===== config.mk =====
export PLATFORM = sky130hd
export DESIGN_NAME = dsg_gate_ctl
export DESIGN_NICKNAME = d
export VERILOG_FILES = /design/src/pkg/dsg_pkg.sv /design/src/rtl/dsg_reset_sync.sv /design/src/rtl/dsg_fault_chk.sv /design/src/rtl/dsg_gate_ctl.sv
export SDC_FILE = /design/constraint.sdc
export NUM_CORES = 1
export LEC_CHECK = 0
export BUFFER_PORTS_ARGS = -buffer_cell sky130_fd_sc_hd__buf_2
export CAP_MARGIN = 0
export CELL_PAD_IN_SITES_DETAIL_PLACEMENT = 0
export CELL_PAD_IN_SITES_GLOBAL_PLACEMENT = 2
export CORE_AREA = 4 4 110 112
export CTS_CLUSTER_SIZE = 28
export DETAILED_ROUTE_END_ITERATION = 8
export DIE_AREA = 0 0 114 116
export PLACE_DENSITY = 0.79
export SYNTH_ARGS = -nofsm -noshare
export SYNTH_HDL_FRONTEND = slang
export SYNTH_SLANG_ARGS = --single-unit

===== constraint.sdc =====
create_clock -name clk_in -period 2.25 [get_ports clk_in]
set_input_delay 0.45 -clock clk_in [delete_from_list [all_inputs] [get_ports clk_in]]
set_output_delay 0.45 -clock clk_in [all_outputs]
set_load 0.005 [all_outputs]

===== src/pkg/dsg_pkg.sv =====
// Package: offsets, field layout, reset values and types of the gate control
package dsg_pkg;

  // ==========================================================================
  // Register map (byte offsets inside the system control block)
  localparam logic [31:0] DSG_BASE_ADDR      = 32'h400F_E000;
  localparam int unsigned DSG_ADDR_W         = 12;
  localparam logic [11:0] DSG_OFS_RUN_CFG    = 12'h060;
  localparam logic [11:0] DSG_OFS_RUN_GATE   = 12'h104;
  localparam logic [11:0] DSG_OFS_SLEEP_GATE = 12'h114;
  localparam logic [11:0] DSG_OFS_DEEP_GATE  = 12'h124;
  localparam logic [11:0] DSG_OFS_IRQ_STATUS = 12'h200;
  localparam logic [11:0] DSG_OFS_IRQ_CLEAR  = 12'h204;
  localparam logic [11:0] DSG_OFS_IRQ_ENABLE = 12'h208;
  localparam logic [11:0] DSG_OFS_FAULT_INFO = 12'h20C;

  // ==========================================================================
  // Field positions of the gating, config and interrupt registers, and the unit count
  localparam int unsigned DSG_BIT_COMP_B  = 25;
  localparam int unsigned DSG_BIT_COMP_A  = 24;
  localparam int unsigned DSG_BIT_CNT_C   = 18;
  localparam int unsigned DSG_BIT_CNT_B   = 17;
  localparam int unsigned DSG_BIT_CNT_A   = 16;
  localparam int unsigned DSG_BIT_SYNC    = 4;
  localparam int unsigned DSG_BIT_ASYNC   = 0;
  localparam int unsigned DSG_BIT_AUTO    = 0;
  localparam int unsigned DSG_IRQ_FAULT   = 0;
  localparam int unsigned DSG_IRQ_MODE    = 1;
  localparam int unsigned DSG_IRQ_W       = 2;
  localparam int unsigned DSG_UNITS       = 7;

  // ==========================================================================
  // Masks and reset values
  localparam logic [31:0] DSG_GATE_WMASK  = 32'h0307_0011;
  localparam logic [31:0] DSG_GATE_RESET  = 32'h0000_0000;
  localparam logic        DSG_AUTO_RESET  = 1'b0;
  localparam logic [1:0]  DSG_IRQ_RESET   = 2'h0;

  // ==========================================================================
  // Types
  typedef struct packed {
    logic comp_b;
    logic comp_a;
    logic cnt_c;
    logic cnt_b;
    logic cnt_a;
    logic sync_ser;
    logic async_ser;
  } dsg_units_t;

  typedef struct packed {
    logic [11:0] addr;
    logic [31:0] wdata;
    logic        wr;
    logic        rd;
  } dsg_bus_req_t;

  typedef enum logic [2:0] {
    DSG_MODE_RUN   = 3'b001,
    DSG_MODE_SLEEP = 3'b010,
    DSG_MODE_DEEP  = 3'b100
  } dsg_mode_t;

  // ==========================================================================
  // Field conversion between register image and unit vector
  function automatic dsg_units_t dsg_reg_to_units(input logic [31:0] r);
    dsg_units_t u;
    u.comp_b    = r[DSG_BIT_COMP_B];
    u.comp_a    = r[DSG_BIT_COMP_A];
    u.cnt_c     = r[DSG_BIT_CNT_C];
    u.cnt_b     = r[DSG_BIT_CNT_B];
    u.cnt_a     = r[DSG_BIT_CNT_A];
    u.sync_ser  = r[DSG_BIT_SYNC];
    u.async_ser = r[DSG_BIT_ASYNC];
    return u;
  endfunction : dsg_reg_to_units

endpackage : dsg_pkg


===== src/rtl/dsg_reset_sync.sv =====
// Reset release synchroniser: asynchronous assert, two-flop release
`timescale 1ns/10ps
`default_nettype none
module dsg_reset_sync
  import dsg_pkg::*;
(
  input  wire logic clk_in,
  input  wire logic rstn_in,
  output var  logic rst_n_out
);

  logic meta_reg;

  always_ff @(posedge clk_in or negedge rstn_in) begin
    if (!rstn_in) begin
      meta_reg  <= 1'b0;
      rst_n_out <= 1'b0;
    end else begin
      meta_reg  <= 1'b1;
      rst_n_out <= meta_reg;
    end
  end

endmodule : dsg_reset_sync
`default_nettype wire


===== src/rtl/dsg_fault_chk.sv =====
// Access checker: flags a unit access while that unit's clock is off
`timescale 1ns/10ps
`default_nettype none
module dsg_fault_chk
  import dsg_pkg::*;
(
  input  wire logic       clk_in,
  input  wire logic       rst_n_in,
  input  wire dsg_units_t access_in,
  input  wire dsg_units_t clk_en_in,
  output var  logic       fault_out,
  output var  logic [6:0] unit_out
);

  wire dsg_units_t blocked_w = access_in & ~clk_en_in;
  wire logic       any_w     = |blocked_w;

  // Fault flag high one cycle after each cycle of blocked access, unit vector held until the next fault
  always_ff @(posedge clk_in or negedge rst_n_in) begin
    if (!rst_n_in) begin
      fault_out <= 1'b0;
      unit_out  <= 7'h00;
    end else begin
      fault_out <= any_w;                                     // [RULE4]
      if (any_w) begin
        unit_out <= blocked_w;
      end
    end
  end

  property p_fault_on_gated;
    @(posedge clk_in) disable iff (!rst_n_in)
      |(access_in & ~clk_en_in) |=> fault_out;
  endproperty
  a_fault_on_gated: assert property (p_fault_on_gated)        // [RULE4]
    else $error("access to gated unit gave no fault");

  property p_no_fault_when_clocked;
    @(posedge clk_in) disable iff (!rst_n_in)
      !(|(access_in & ~clk_en_in)) |=> !fault_out;
  endproperty
  a_no_fault_when_clocked: assert property (p_no_fault_when_clocked) // [RULE2]
    else $error("fault raised for clocked unit");

endmodule : dsg_fault_chk
`default_nettype wire


===== src/rtl/dsg_gate_ctl.sv =====
// Top: per-unit clock gating control for run, sleep and deep-sleep modes
//
// Local design decision: the plain strobed port.
`timescale 1ns/10ps
`default_nettype none

// ============================================================================
// Operation
// (RULE1) Each gated unit has its own enable bit: 25, 24, 18..16, 4 and 0.
// (RULE2) A set enable bit delivers the clock enable to its unit.
// (RULE3) A clear enable bit stops the clock enable to its unit.
// (RULE4) An access to a unit whose clock is off is answered with a fault.
// (RULE5) Reset clears every enable bit so the register reads all zeros.
// (RULE6) Software sets the enables of each unit it needs before using it.
// (RULE7) Run, sleep and deep-sleep modes each apply their own gate register.
// (RULE8) Sleep and deep-sleep registers apply only while auto gating is set.
// (RULE9) Reserved bits read as zero and software preserves them.
// (RULE10) The deep-sleep gating register decodes at offset 0x124.
// (RULE11) Writes change only enable bits; reserved bits stay zero.
module dsg_gate_ctl
  import dsg_pkg::*;
(
  input  wire logic         clk_in,
  input  wire logic         rstn_in,
  input  wire dsg_bus_req_t bus_req_in,
  output var  logic [31:0]  rdata_out,
  input  wire logic         sleep_req_in,
  input  wire logic         deep_sleep_req_in,
  input  wire dsg_units_t   unit_access_in,
  output var  dsg_units_t   unit_clk_en_out,
  output var  logic         bus_fault_out,
  output var  dsg_mode_t    mode_out,
  output var  logic         irq_out
);

  // ==========================================================================
  // Reset
  logic rst_n;

  dsg_reset_sync u_rst (
    .clk_in    (clk_in),
    .rstn_in   (rstn_in),
    .rst_n_out (rst_n)
  );

  // ==========================================================================
  // Register state
  logic [31:0]          run_gate_reg;
  logic [31:0]          sleep_gate_reg;
  logic [31:0]          deep_gate_reg;
  logic                 auto_gate_reg;
  logic [DSG_IRQ_W-1:0] irq_status_reg;
  logic [DSG_IRQ_W-1:0] irq_enable_reg;
  logic [6:0]           fault_unit_reg;
  dsg_mode_t            mode_reg;
  dsg_mode_t            mode_next;

  // ==========================================================================
  // Address decode
  wire logic [11:0] addr_w     = bus_req_in.addr;
  wire logic        wr_w       = bus_req_in.wr;
  wire logic        rd_w       = bus_req_in.rd;
  wire logic        hit_cfg    = addr_w == DSG_OFS_RUN_CFG;
  wire logic        hit_run    = addr_w == DSG_OFS_RUN_GATE;
  wire logic        hit_sleep  = addr_w == DSG_OFS_SLEEP_GATE;
  wire logic        hit_deep   = addr_w == DSG_OFS_DEEP_GATE;   // [RULE10]
  wire logic        hit_status = addr_w == DSG_OFS_IRQ_STATUS;
  wire logic        hit_clear  = addr_w == DSG_OFS_IRQ_CLEAR;
  wire logic        hit_enable = addr_w == DSG_OFS_IRQ_ENABLE;
  wire logic        hit_info   = addr_w == DSG_OFS_FAULT_INFO;

  // Reserved bits are never stored, so they always read back as zero
  wire logic [31:0] gate_wdata = bus_req_in.wdata & DSG_GATE_WMASK; // [RULE11]

  // ==========================================================================
  // Gating registers
  always_ff @(posedge clk_in or negedge rst_n) begin
    if (!rst_n) begin
      run_gate_reg   <= DSG_GATE_RESET;
      sleep_gate_reg <= DSG_GATE_RESET;
      deep_gate_reg  <= DSG_GATE_RESET;                        // [RULE5]
      auto_gate_reg  <= DSG_AUTO_RESET;
    end else if (wr_w) begin
      if (hit_run) begin
        run_gate_reg <= gate_wdata;
      end
      if (hit_sleep) begin
        sleep_gate_reg <= gate_wdata;
      end
      if (hit_deep) begin
        deep_gate_reg <= gate_wdata;                           // [RULE1]
      end
      if (hit_cfg) begin
        auto_gate_reg <= bus_req_in.wdata[DSG_BIT_AUTO];
      end
    end
  end

  // ==========================================================================
  // Operating mode; deep-sleep takes precedence over sleep
  always_comb begin
    mode_next = DSG_MODE_RUN;
    if (auto_gate_reg && deep_sleep_req_in) begin
      mode_next = DSG_MODE_DEEP;                               // [RULE8]
    end else if (auto_gate_reg && sleep_req_in) begin
      mode_next = DSG_MODE_SLEEP;
    end
  end

  always_ff @(posedge clk_in or negedge rst_n) begin
    if (!rst_n) begin
      mode_reg <= DSG_MODE_RUN;
    end else begin
      mode_reg <= mode_next;
    end
  end

  // ==========================================================================
  // Gate selection by mode
  logic [31:0] gate_sel;

  always_comb begin
    unique case (mode_reg)
      DSG_MODE_RUN:   gate_sel = run_gate_reg;                 // [RULE7]
      DSG_MODE_SLEEP: gate_sel = sleep_gate_reg;
      DSG_MODE_DEEP:  gate_sel = deep_gate_reg;
      default:        gate_sel = DSG_GATE_RESET;
    endcase
  end

  wire dsg_units_t gate_units = dsg_reg_to_units(gate_sel);

  // Registered enables keep the outputs glitch free; a change lands one
  // cycle after the mode or register update
  always_ff @(posedge clk_in or negedge rst_n) begin
    if (!rst_n) begin
      unit_clk_en_out <= '0;
      mode_out        <= DSG_MODE_RUN;
    end else begin
      unit_clk_en_out <= gate_units;                           // [RULE2] [RULE3]
      mode_out        <= mode_reg;
    end
  end

  // ==========================================================================
  // Fault detection against the enables currently applied
  logic       fault_pulse;
  logic [6:0] fault_units;

  dsg_fault_chk u_fault (
    .clk_in    (clk_in),
    .rst_n_in  (rst_n),
    .access_in (unit_access_in),
    .clk_en_in (unit_clk_en_out),
    .fault_out (fault_pulse),
    .unit_out  (fault_units)
  );

  always_ff @(posedge clk_in or negedge rst_n) begin
    if (!rst_n) begin
      bus_fault_out  <= 1'b0;
      fault_unit_reg <= 7'h00;
    end else begin
      bus_fault_out  <= fault_pulse;                           // [RULE4]
      fault_unit_reg <= fault_units;
    end
  end

  // ==========================================================================
  // Interrupt status: an event in the clear cycle wins over the clear
  wire logic [DSG_IRQ_W-1:0] irq_event;
  assign irq_event[DSG_IRQ_FAULT] = fault_pulse;
  assign irq_event[DSG_IRQ_MODE]  = mode_next != mode_reg;

  wire logic [DSG_IRQ_W-1:0] irq_clear =
    (wr_w && hit_clear) ? bus_req_in.wdata[DSG_IRQ_W-1:0] : DSG_IRQ_RESET;

  wire logic [DSG_IRQ_W-1:0] irq_status_next =
    (irq_status_reg & ~irq_clear) | irq_event;

  always_ff @(posedge clk_in or negedge rst_n) begin
    if (!rst_n) begin
      irq_status_reg <= DSG_IRQ_RESET;
      irq_enable_reg <= DSG_IRQ_RESET;
      irq_out        <= 1'b0;
    end else begin
      irq_status_reg <= irq_status_next;
      if (wr_w && hit_enable) begin
        irq_enable_reg <= bus_req_in.wdata[DSG_IRQ_W-1:0];
      end
      irq_out <= |(irq_status_next & irq_enable_reg);
    end
  end

  // ==========================================================================
  // Read path: data stand only in the cycle after the strobe
  logic [31:0] rd_mux;

  always_comb begin
    rd_mux = 32'h0000_0000;
    if (hit_cfg) begin
      rd_mux[DSG_BIT_AUTO] = auto_gate_reg;
    end else if (hit_run) begin
      rd_mux = run_gate_reg;
    end else if (hit_sleep) begin
      rd_mux = sleep_gate_reg;
    end else if (hit_deep) begin
      rd_mux = deep_gate_reg;                                  // [RULE9]
    end else if (hit_status) begin
      rd_mux[DSG_IRQ_W-1:0] = irq_status_reg;
    end else if (hit_enable) begin
      rd_mux[DSG_IRQ_W-1:0] = irq_enable_reg;
    end else if (hit_info) begin
      rd_mux[6:0] = fault_unit_reg;
    end
  end

  always_ff @(posedge clk_in or negedge rst_n) begin
    if (!rst_n) begin
      rdata_out <= 32'h0000_0000;
    end else begin
      rdata_out <= rd_w ? rd_mux : 32'h0000_0000;
    end
  end

  // ==========================================================================
  // Checks
  property p_deep_reset;
    @(posedge clk_in) $rose(rst_n) |-> deep_gate_reg == DSG_GATE_RESET;
  endproperty
  a_deep_reset: assert property (p_deep_reset)                 // [RULE5]
    else $error("deep-sleep enables not clear after reset");

  property p_reserved_zero;
    @(posedge clk_in) disable iff (!rst_n)
      (deep_gate_reg & ~DSG_GATE_WMASK) == 32'h0000_0000;
  endproperty
  a_reserved_zero: assert property (p_reserved_zero)           // [RULE9]
    else $error("reserved deep-sleep bit is set");

  property p_deep_write;
    @(posedge clk_in) disable iff (!rst_n)
      (wr_w && addr_w == DSG_OFS_DEEP_GATE) |=>
        deep_gate_reg == ($past(bus_req_in.wdata) & DSG_GATE_WMASK);
  endproperty
  a_deep_write: assert property (p_deep_write)                 // [RULE11]
    else $error("deep-sleep write not stored as masked");

  property p_deep_read;
    @(posedge clk_in) disable iff (!rst_n)
      (rd_w && addr_w == DSG_OFS_DEEP_GATE) |=>
        rdata_out == $past(deep_gate_reg);
  endproperty
  a_deep_read: assert property (p_deep_read)                   // [RULE10]
    else $error("deep-sleep register read back wrong");

  property p_deep_clock_on;
    @(posedge clk_in) disable iff (!rst_n)
      (mode_reg == DSG_MODE_DEEP && deep_gate_reg[DSG_BIT_CNT_A]) |=>
        unit_clk_en_out.cnt_a;
  endproperty
  a_deep_clock_on: assert property (p_deep_clock_on)           // [RULE2]
    else $error("enabled unit not clocked in deep-sleep");

  property p_deep_clock_off;
    @(posedge clk_in) disable iff (!rst_n)
      (mode_reg == DSG_MODE_DEEP && !deep_gate_reg[DSG_BIT_COMP_B]) |=>
        !unit_clk_en_out.comp_b;
  endproperty
  a_deep_clock_off: assert property (p_deep_clock_off)         // [RULE3]
    else $error("disabled unit still clocked in deep-sleep");

  property p_run_selects;
    @(posedge clk_in) disable iff (!rst_n)
      (!auto_gate_reg ##1 1'b1) |=>
        unit_clk_en_out == dsg_reg_to_units($past(run_gate_reg));
  endproperty
  a_run_selects: assert property (p_run_selects)               // [RULE8]
    else $error("sleep gating used without auto gating");

  property p_mode_follow;
    @(posedge clk_in) disable iff (!rst_n)
      (auto_gate_reg && sleep_req_in && !deep_sleep_req_in) |=>
        mode_reg == DSG_MODE_SLEEP ##1 mode_out == DSG_MODE_SLEEP;
  endproperty
  a_mode_follow: assert property (p_mode_follow)               // [RULE7]
    else $error("sleep request did not select sleep gating");

  property p_fault_reaches_port;
    @(posedge clk_in) disable iff (!rst_n)
      |(unit_access_in & ~unit_clk_en_out) |=> ##1 bus_fault_out;
  endproperty
  a_fault_reaches_port: assert property (p_fault_reaches_port) // [RULE4]
    else $error("gated access fault missing at port");

  property p_read_idle_zero;
    @(posedge clk_in) disable iff (!rst_n)
      !rd_w |=> rdata_out == 32'h0000_0000;
  endproperty
  a_read_idle_zero: assert property (p_read_idle_zero)
    else $error("read data present without read strobe");

  property p_deep_wins;
    @(posedge clk_in) disable iff (!rst_n)
      (auto_gate_reg && deep_sleep_req_in) |=> mode_reg == DSG_MODE_DEEP;
  endproperty
  a_deep_wins: assert property (p_deep_wins)                   // [RULE7]
    else $error("deep-sleep request did not select deep gating");

  property p_run_without_auto;
    @(posedge clk_in) disable iff (!rst_n)
      !auto_gate_reg |=> mode_reg == DSG_MODE_RUN;
  endproperty
  a_run_without_auto: assert property (p_run_without_auto)     // [RULE8]
    else $error("mode left run while auto gating is off");

  property p_units_reset;
    @(posedge clk_in) $rose(rst_n) |->
      unit_clk_en_out == dsg_reg_to_units(DSG_GATE_RESET);
  endproperty
  a_units_reset: assert property (p_units_reset)               // [RULE5]
    else $error("unit clocked straight after reset");

  property p_gate_reserved_zero;
    @(posedge clk_in) disable iff (!rst_n)
      ((run_gate_reg | sleep_gate_reg) & ~DSG_GATE_WMASK) == 32'h0000_0000;
  endproperty
  a_gate_reserved_zero: assert property (p_gate_reserved_zero) // [RULE11]
    else $error("reserved run or sleep gating bit is set");

  // Event and clear in one cycle: the event must survive
  property p_fault_sets_status;
    @(posedge clk_in) disable iff (!rst_n)
      fault_pulse |=> irq_status_reg[DSG_IRQ_FAULT];
  endproperty
  a_fault_sets_status: assert property (p_fault_sets_status)   // [RULE4]
    else $error("fault event not recorded in status");

  property p_clear_status;
    @(posedge clk_in) disable iff (!rst_n)
      (wr_w && hit_clear && bus_req_in.wdata[DSG_IRQ_FAULT] && !fault_pulse)
        |=> !irq_status_reg[DSG_IRQ_FAULT];
  endproperty
  a_clear_status: assert property (p_clear_status)
    else $error("fault status bit survived its clear");

  property p_irq_level;
    @(posedge clk_in) disable iff (!rst_n)
      (|(irq_status_reg & irq_enable_reg) && !(wr_w && hit_clear))
        |=> irq_out;
  endproperty
  a_irq_level: assert property (p_irq_level)
    else $error("enabled status bit set but interrupt low");

  property p_clear_reads_zero;
    @(posedge clk_in) disable iff (!rst_n)
      (rd_w && hit_clear) |=> rdata_out == 32'h0000_0000;
  endproperty
  a_clear_reads_zero: assert property (p_clear_reads_zero)
    else $error("write-only clear register read back non-zero");

endmodule : dsg_gate_ctl
`default_nettype wire


* Word level (Yosys, flattened, before mapping)
Cells that the tools add are included.
Storage, ports and cells: register bits after elaboration 90, output and inout bits 44, logic and storage cells 67, input bits 57
Cells by class: mux-type cells 16, bitwise logic cells 6, reductions and logical operators 10, equal/unequal tests 12
Operators by type and width (count):
- 26-bit one-hot mux with 3 select lines | 1
- 26-bit two-way mux | 2
- 12-bit by 10-bit == test with 1-bit output, second input constant | 4
- 12-bit by 9-bit == test with 1-bit output, second input constant | 3
- 32-bit two-way mux | 1
- 31-bit two-way mux | 1
- 19-bit two-way mux | 1
- 7-bit two-way mux | 2
- 12-bit by 7-bit == test with 1-bit output, second input constant | 1
- 5-bit two-way mux | 2
- 2-bit two-way mux | 4
- 2-bit AND reduction | 4
- 7-bit AND | 1
- 7-bit NOT | 1
- 7-bit OR reduction | 1
- 2-bit AND | 2
- 1-bit logical AND | 4
- 3-bit by 1-bit == test with 1-bit output, second input constant | 1
- 3-bit by 2-bit == test with 1-bit output, second input constant | 1
- 3-bit == test, second input constant | 1
- 3-bit two-way mux | 1
- 3-bit inequality test | 1
- 2-bit NOT | 1
- 2-bit OR | 1
- other kinds (2) | 2

* Depth between registers and ports, before layout
depth after elaboration 9, mapped depth 5, mapped depth without buffers 4

* Modules after synthesis
A second synthesis with hierarchy kept.
Second synthesis, totals: cells, all modules 261, area, all modules 3141.8 µm²
Modules (own cells, without submodules):
- dsg_gate_ctl | sequential area each 1503.9 µm², instances 1, area each 2693.8 µm², cells each 226
- dsg_fault_chk | sequential area each 200.2 µm², instances 1, area each 394.1 µm², cells each 32
- dsg_reset_sync | sequential area each 50.0 µm², instances 1, area each 53.8 µm², cells each 3

* Worst setup path after synthesis
No wires, ideal clock.
kind in2reg, start input bus_req_in[37] in the netlist's numbering, end register sleep_gate_reg[0], slack 0.413 ns, arrival time 1.712 ns, setup time 0.125 ns, required time 2.125 ns, buffers on the path 0, stages on the path 4, cells stage by stage nor4b_4 > nand4_4 > nor3b_4 > mux2_2
Between the ends: word-level cells in the longest chain between the ends 2
RTL lines:
- start: declaration | RTL line dsg_gate_ctl.sv:25 | input wire dsg_bus_req_t bus_req_in,
- 12-bit by 9-bit == test with 1-bit output | RTL line dsg_gate_ctl.sv:65 | wire logic hit_sleep = addr_w == DSG_OFS_SLEEP_GATE;
- 2-bit AND reduction (no source line)
- end signal: assignment | RTL line dsg_gate_ctl.sv:88 | sleep_gate_reg <= gate_wdata;
- end: declaration | RTL line dsg_gate_ctl.sv:49 | logic [31:0] sleep_gate_reg;
Every way passes these cells. A chain may end at the register's enable or synchronous reset.

* Worst setup path after layout
start input bus_req_in[43] in the netlist's numbering, end register sleep_gate_reg[25]
Same word-level chain as after synthesis.

==> results.cfg <==
[outcome]
outcome = finished clean

[layout]
layout.nets = 399
finish.utilization_pct = 35.95
final_area_um2 = 4035
largest_register = rdata_out
antenna_cells_inserted = 0
area_delta_synth_final_pct = 26.92
largest_reg_flops = 12
layout-drive-gt1-share_pct = 38.04

[global_routing]
grt_max_degree = 26
antenna_found_initial = 0
groute.usage.overall_pct = 12.27
global_route_congestion_overflow_total = 0
grt_first_pass_wirelength_um = 12410
number_of_global_route_vias_before_repair = 2359

[synth]
yosys_register_bits = 70
ys_seq_area_share_pct = 55.18
synthCells = 265
synth_enable_flop_cells = 0
synth_most_common_cell = sky130_fd_sc_hd__dfrtp_1
synth_largest_type_area_fraction_pct = 53.52
mappedNetlistArea_um2 = 3179
synth_area_leader_cell = sky130_fd_sc_hd__dfrtp_1
synthArstFlopShare_pct = 100.0
yosys.cell_types.count = 55
ys.flop_type = sky130_fd_sc_hd__dfrtp_1
synthesis.yosys.warnings = 0
main_area_contributors_after_synthesis = sky130_fd_sc_hd__dfrtp_1 (54%), sky130_fd_sc_hd__mux2_2 (8.5%), sky130_fd_sc_hd__buf_4 (4.7%)
syn_area_per_cell_um2 = 12.00
netlist_top_cells_count = sky130_fd_sc_hd__dfrtp_1 (68), sky130_fd_sc_hd__mux2_2 (24), sky130_fd_sc_hd__buf_4 (20), sky130_fd_sc_hd__nor2b_1 (16)

[pwr]
max-vdd-ir-drop_mv = 0.2852
pwr_density_cell_nw_per_um2 = 762.0
static-leakage-power_nw = 1.969

[setup_path]
crit_fanout = 7
worstSetupPathType = in2reg
crit_start = bus_req_in[43]
cp_data_arrival_time_ps = 2000
cp-end-kind = flip-flop
r2r_start = unit_clk_en_out[1]$_DFF_PN0_
endpoint_required_time_on_the_critical_path_ps = 2460
startpoint_type = input pin
timing.reg2reg.worst_path_depth = 4

[drt]
drt_iter0_markers = 83
vias_per_cell = 4.551
vias = 2230
route.detailed.drc = 0
firstDrtPassIters = 4
post_drt_wl_per_cell_um = 15.56
antenna_left = 0
drt-total-wl_um = 7626

[die]
chipWidth_um = 114
die_y_um = 116
core_area_um2 = 11220
floorplan.die_area_um2 = 13220
io_pins = 101
initial_core_util_pct = 28.33
std_cell_rows = 39

[clock_network]
clock_path_buffers = 2
clockRootBuffer = sky130_fd_sc_hd__clkbuf_16
cts_tree = done
worst_setup_hold_path_clk_slew_ps = 60
htreeDepth = 3
cts-buffers-inserted = 9
cts_setup_buffers = 0
clkLatencyLatePin_ps = 330
clock_sinks = 70
cts_hold_buffers = 1
cts_resized = 0

[sta]
max_freq_mhz = 560.5
setup-tns-final_ps = 0
finalSetupViolCount = 0
max_slew_margin_pct = 64.94
setup_ws_ps = 466.0
rsz0062_at_grt = no
min_period_ps = 1784
final_hold_vios = 0
slew_of_the_pin_with_the_lowest_slew_margin_ps = 525.8
finalCritPeriodShare_pct = 79.29
worst_clock_skew_ps = 5.080
report.final.slew_viol_count = 0

[placement]
postPlaceCellArea_um2 = 3677
place_congestion = 0.8050
post_detail_place_hpwl_um = 5719
pre_cts_slack_ps = 136.5
place.port_buffers = 56

[flow_run]
cap_violations = 0

[min_path]
min_path_type = reg2async
path summary, 6_finish.rpt:
path / end / slack (ps)
worst max-delay path: sleep_gate_reg[25]$_DFFE_PN0P_ / 470
worst min-delay path: sleep_gate_reg[25]$_DFFE_PN0P_ / 250
worst max register to register: u_fault.unit_out[5]$_DFFE_PN0P_ / 530
worst min register to register: sleep_gate_reg[25]$_DFFE_PN0P_ / 250
max in group asynchronous: mode_out[0]$_DFF_PN1_ / 1270
min in group clk_in: mode_reg[0]$_DFF_PN1_ / 340
kinds of logic after synthesis:
logic type,after synthesis,synth area share [%]
compound gates,48,11.22
simple gates,80,17.47
xor+xnor,1,0.2755
buf+inv,40,7.123
flops,70,55.18
other cells,2,0.2362
mux,24,8.501
critical path: stages:
cell                      delay, ps
sky130_fd_sc_hd__buf_2          140
sky130_fd_sc_hd__nor3b_1        410
sky130_fd_sc_hd__nand4_4        210
sky130_fd_sc_hd__nor3b_4        280
sky130_fd_sc_hd__buf_12         160
sky130_fd_sc_hd__mux2_2         330
layer usage:
layer  wire length, um  vias up  GRT usage (%)
met5                 0        -              0
li1                  -     1055              -
met1              3119     1106          14.67
met4               118        0          3.959
met2              3922       56          21.27
met3               464       13          3.655
layout make-up:
type | count | area [um^2]
fillers | 1130 | 7188
flip-flops and latches | 70 | 1755
multi-input cells | 174 | 1270
repair buffers | 75 | 437.9
clock buffers | 10 | 239.0
well taps | 143 | 178.9
clock inverters | 6 | 108.9
inverters | 12 | 45.04
placed cells by master (no fill, tap or decap), types with 3 or more instances in the layout:
master / Yosys / final
sky130_fd_sc_hd__mux2_2: 24 / 24
sky130_fd_sc_hd__buf_2: 1 / 56
sky130_fd_sc_hd__nor3_1: 4 / 4
sky130_fd_sc_hd__nor2_1: 11 / 11
sky130_fd_sc_hd__buf_4: 20 / 17
sky130_fd_sc_hd__nor3b_1: 4 / 4
sky130_fd_sc_hd__conb_1: 2 / 21
sky130_fd_sc_hd__nor2b_1: 16 / 16
sky130_fd_sc_hd__nand2_1: 12 / 12
sky130_fd_sc_hd__clkbuf_16: 0 / 9
sky130_fd_sc_hd__a21oi_1: 5 / 5
sky130_fd_sc_hd__o221a_2: 5 / 5
sky130_fd_sc_hd__dfrtp_1: 68 / 67
sky130_fd_sc_hd__bufinv_16: 0 / 3
sky130_fd_sc_hd__a21o_1: 8 / 8
sky130_fd_sc_hd__o21ai_0: 9 / 9
sky130_fd_sc_hd__inv_1: 12 / 12
sky130_fd_sc_hd__nand3_1: 5 / 5
sky130_fd_sc_hd__a22oi_1: 7 / 7
per-stage QoR:
step / total power [W] / instances / hold WS [ps]
floorplan: 0.001416 / 284 / 154.4
global placement: 0.001470 / 473 / 236.9
detailed placement: 0.001475 / 473 / 239.1
CTS: 0.003111 / 490 / 272.2
global route: 0.003192 / 490 / 300.7
finish: 0.003075 / 490 / 248.5
where the power goes:
part | switching, W | leakage (nW) | total (W) | internal, W
sequential | 0.0000156 | 0.912 | 0.00129 | 0.00128
combinational | 0.0000967 | 0.884 | 0.000158 | 0.0000616
clock | 0.000513 | 0.172 | 0.00162 | 0.00111
total | 0.000626 | 1.97 | 0.00307 | 0.00245
No activity file was read; power rests on OpenSTA's default activity.
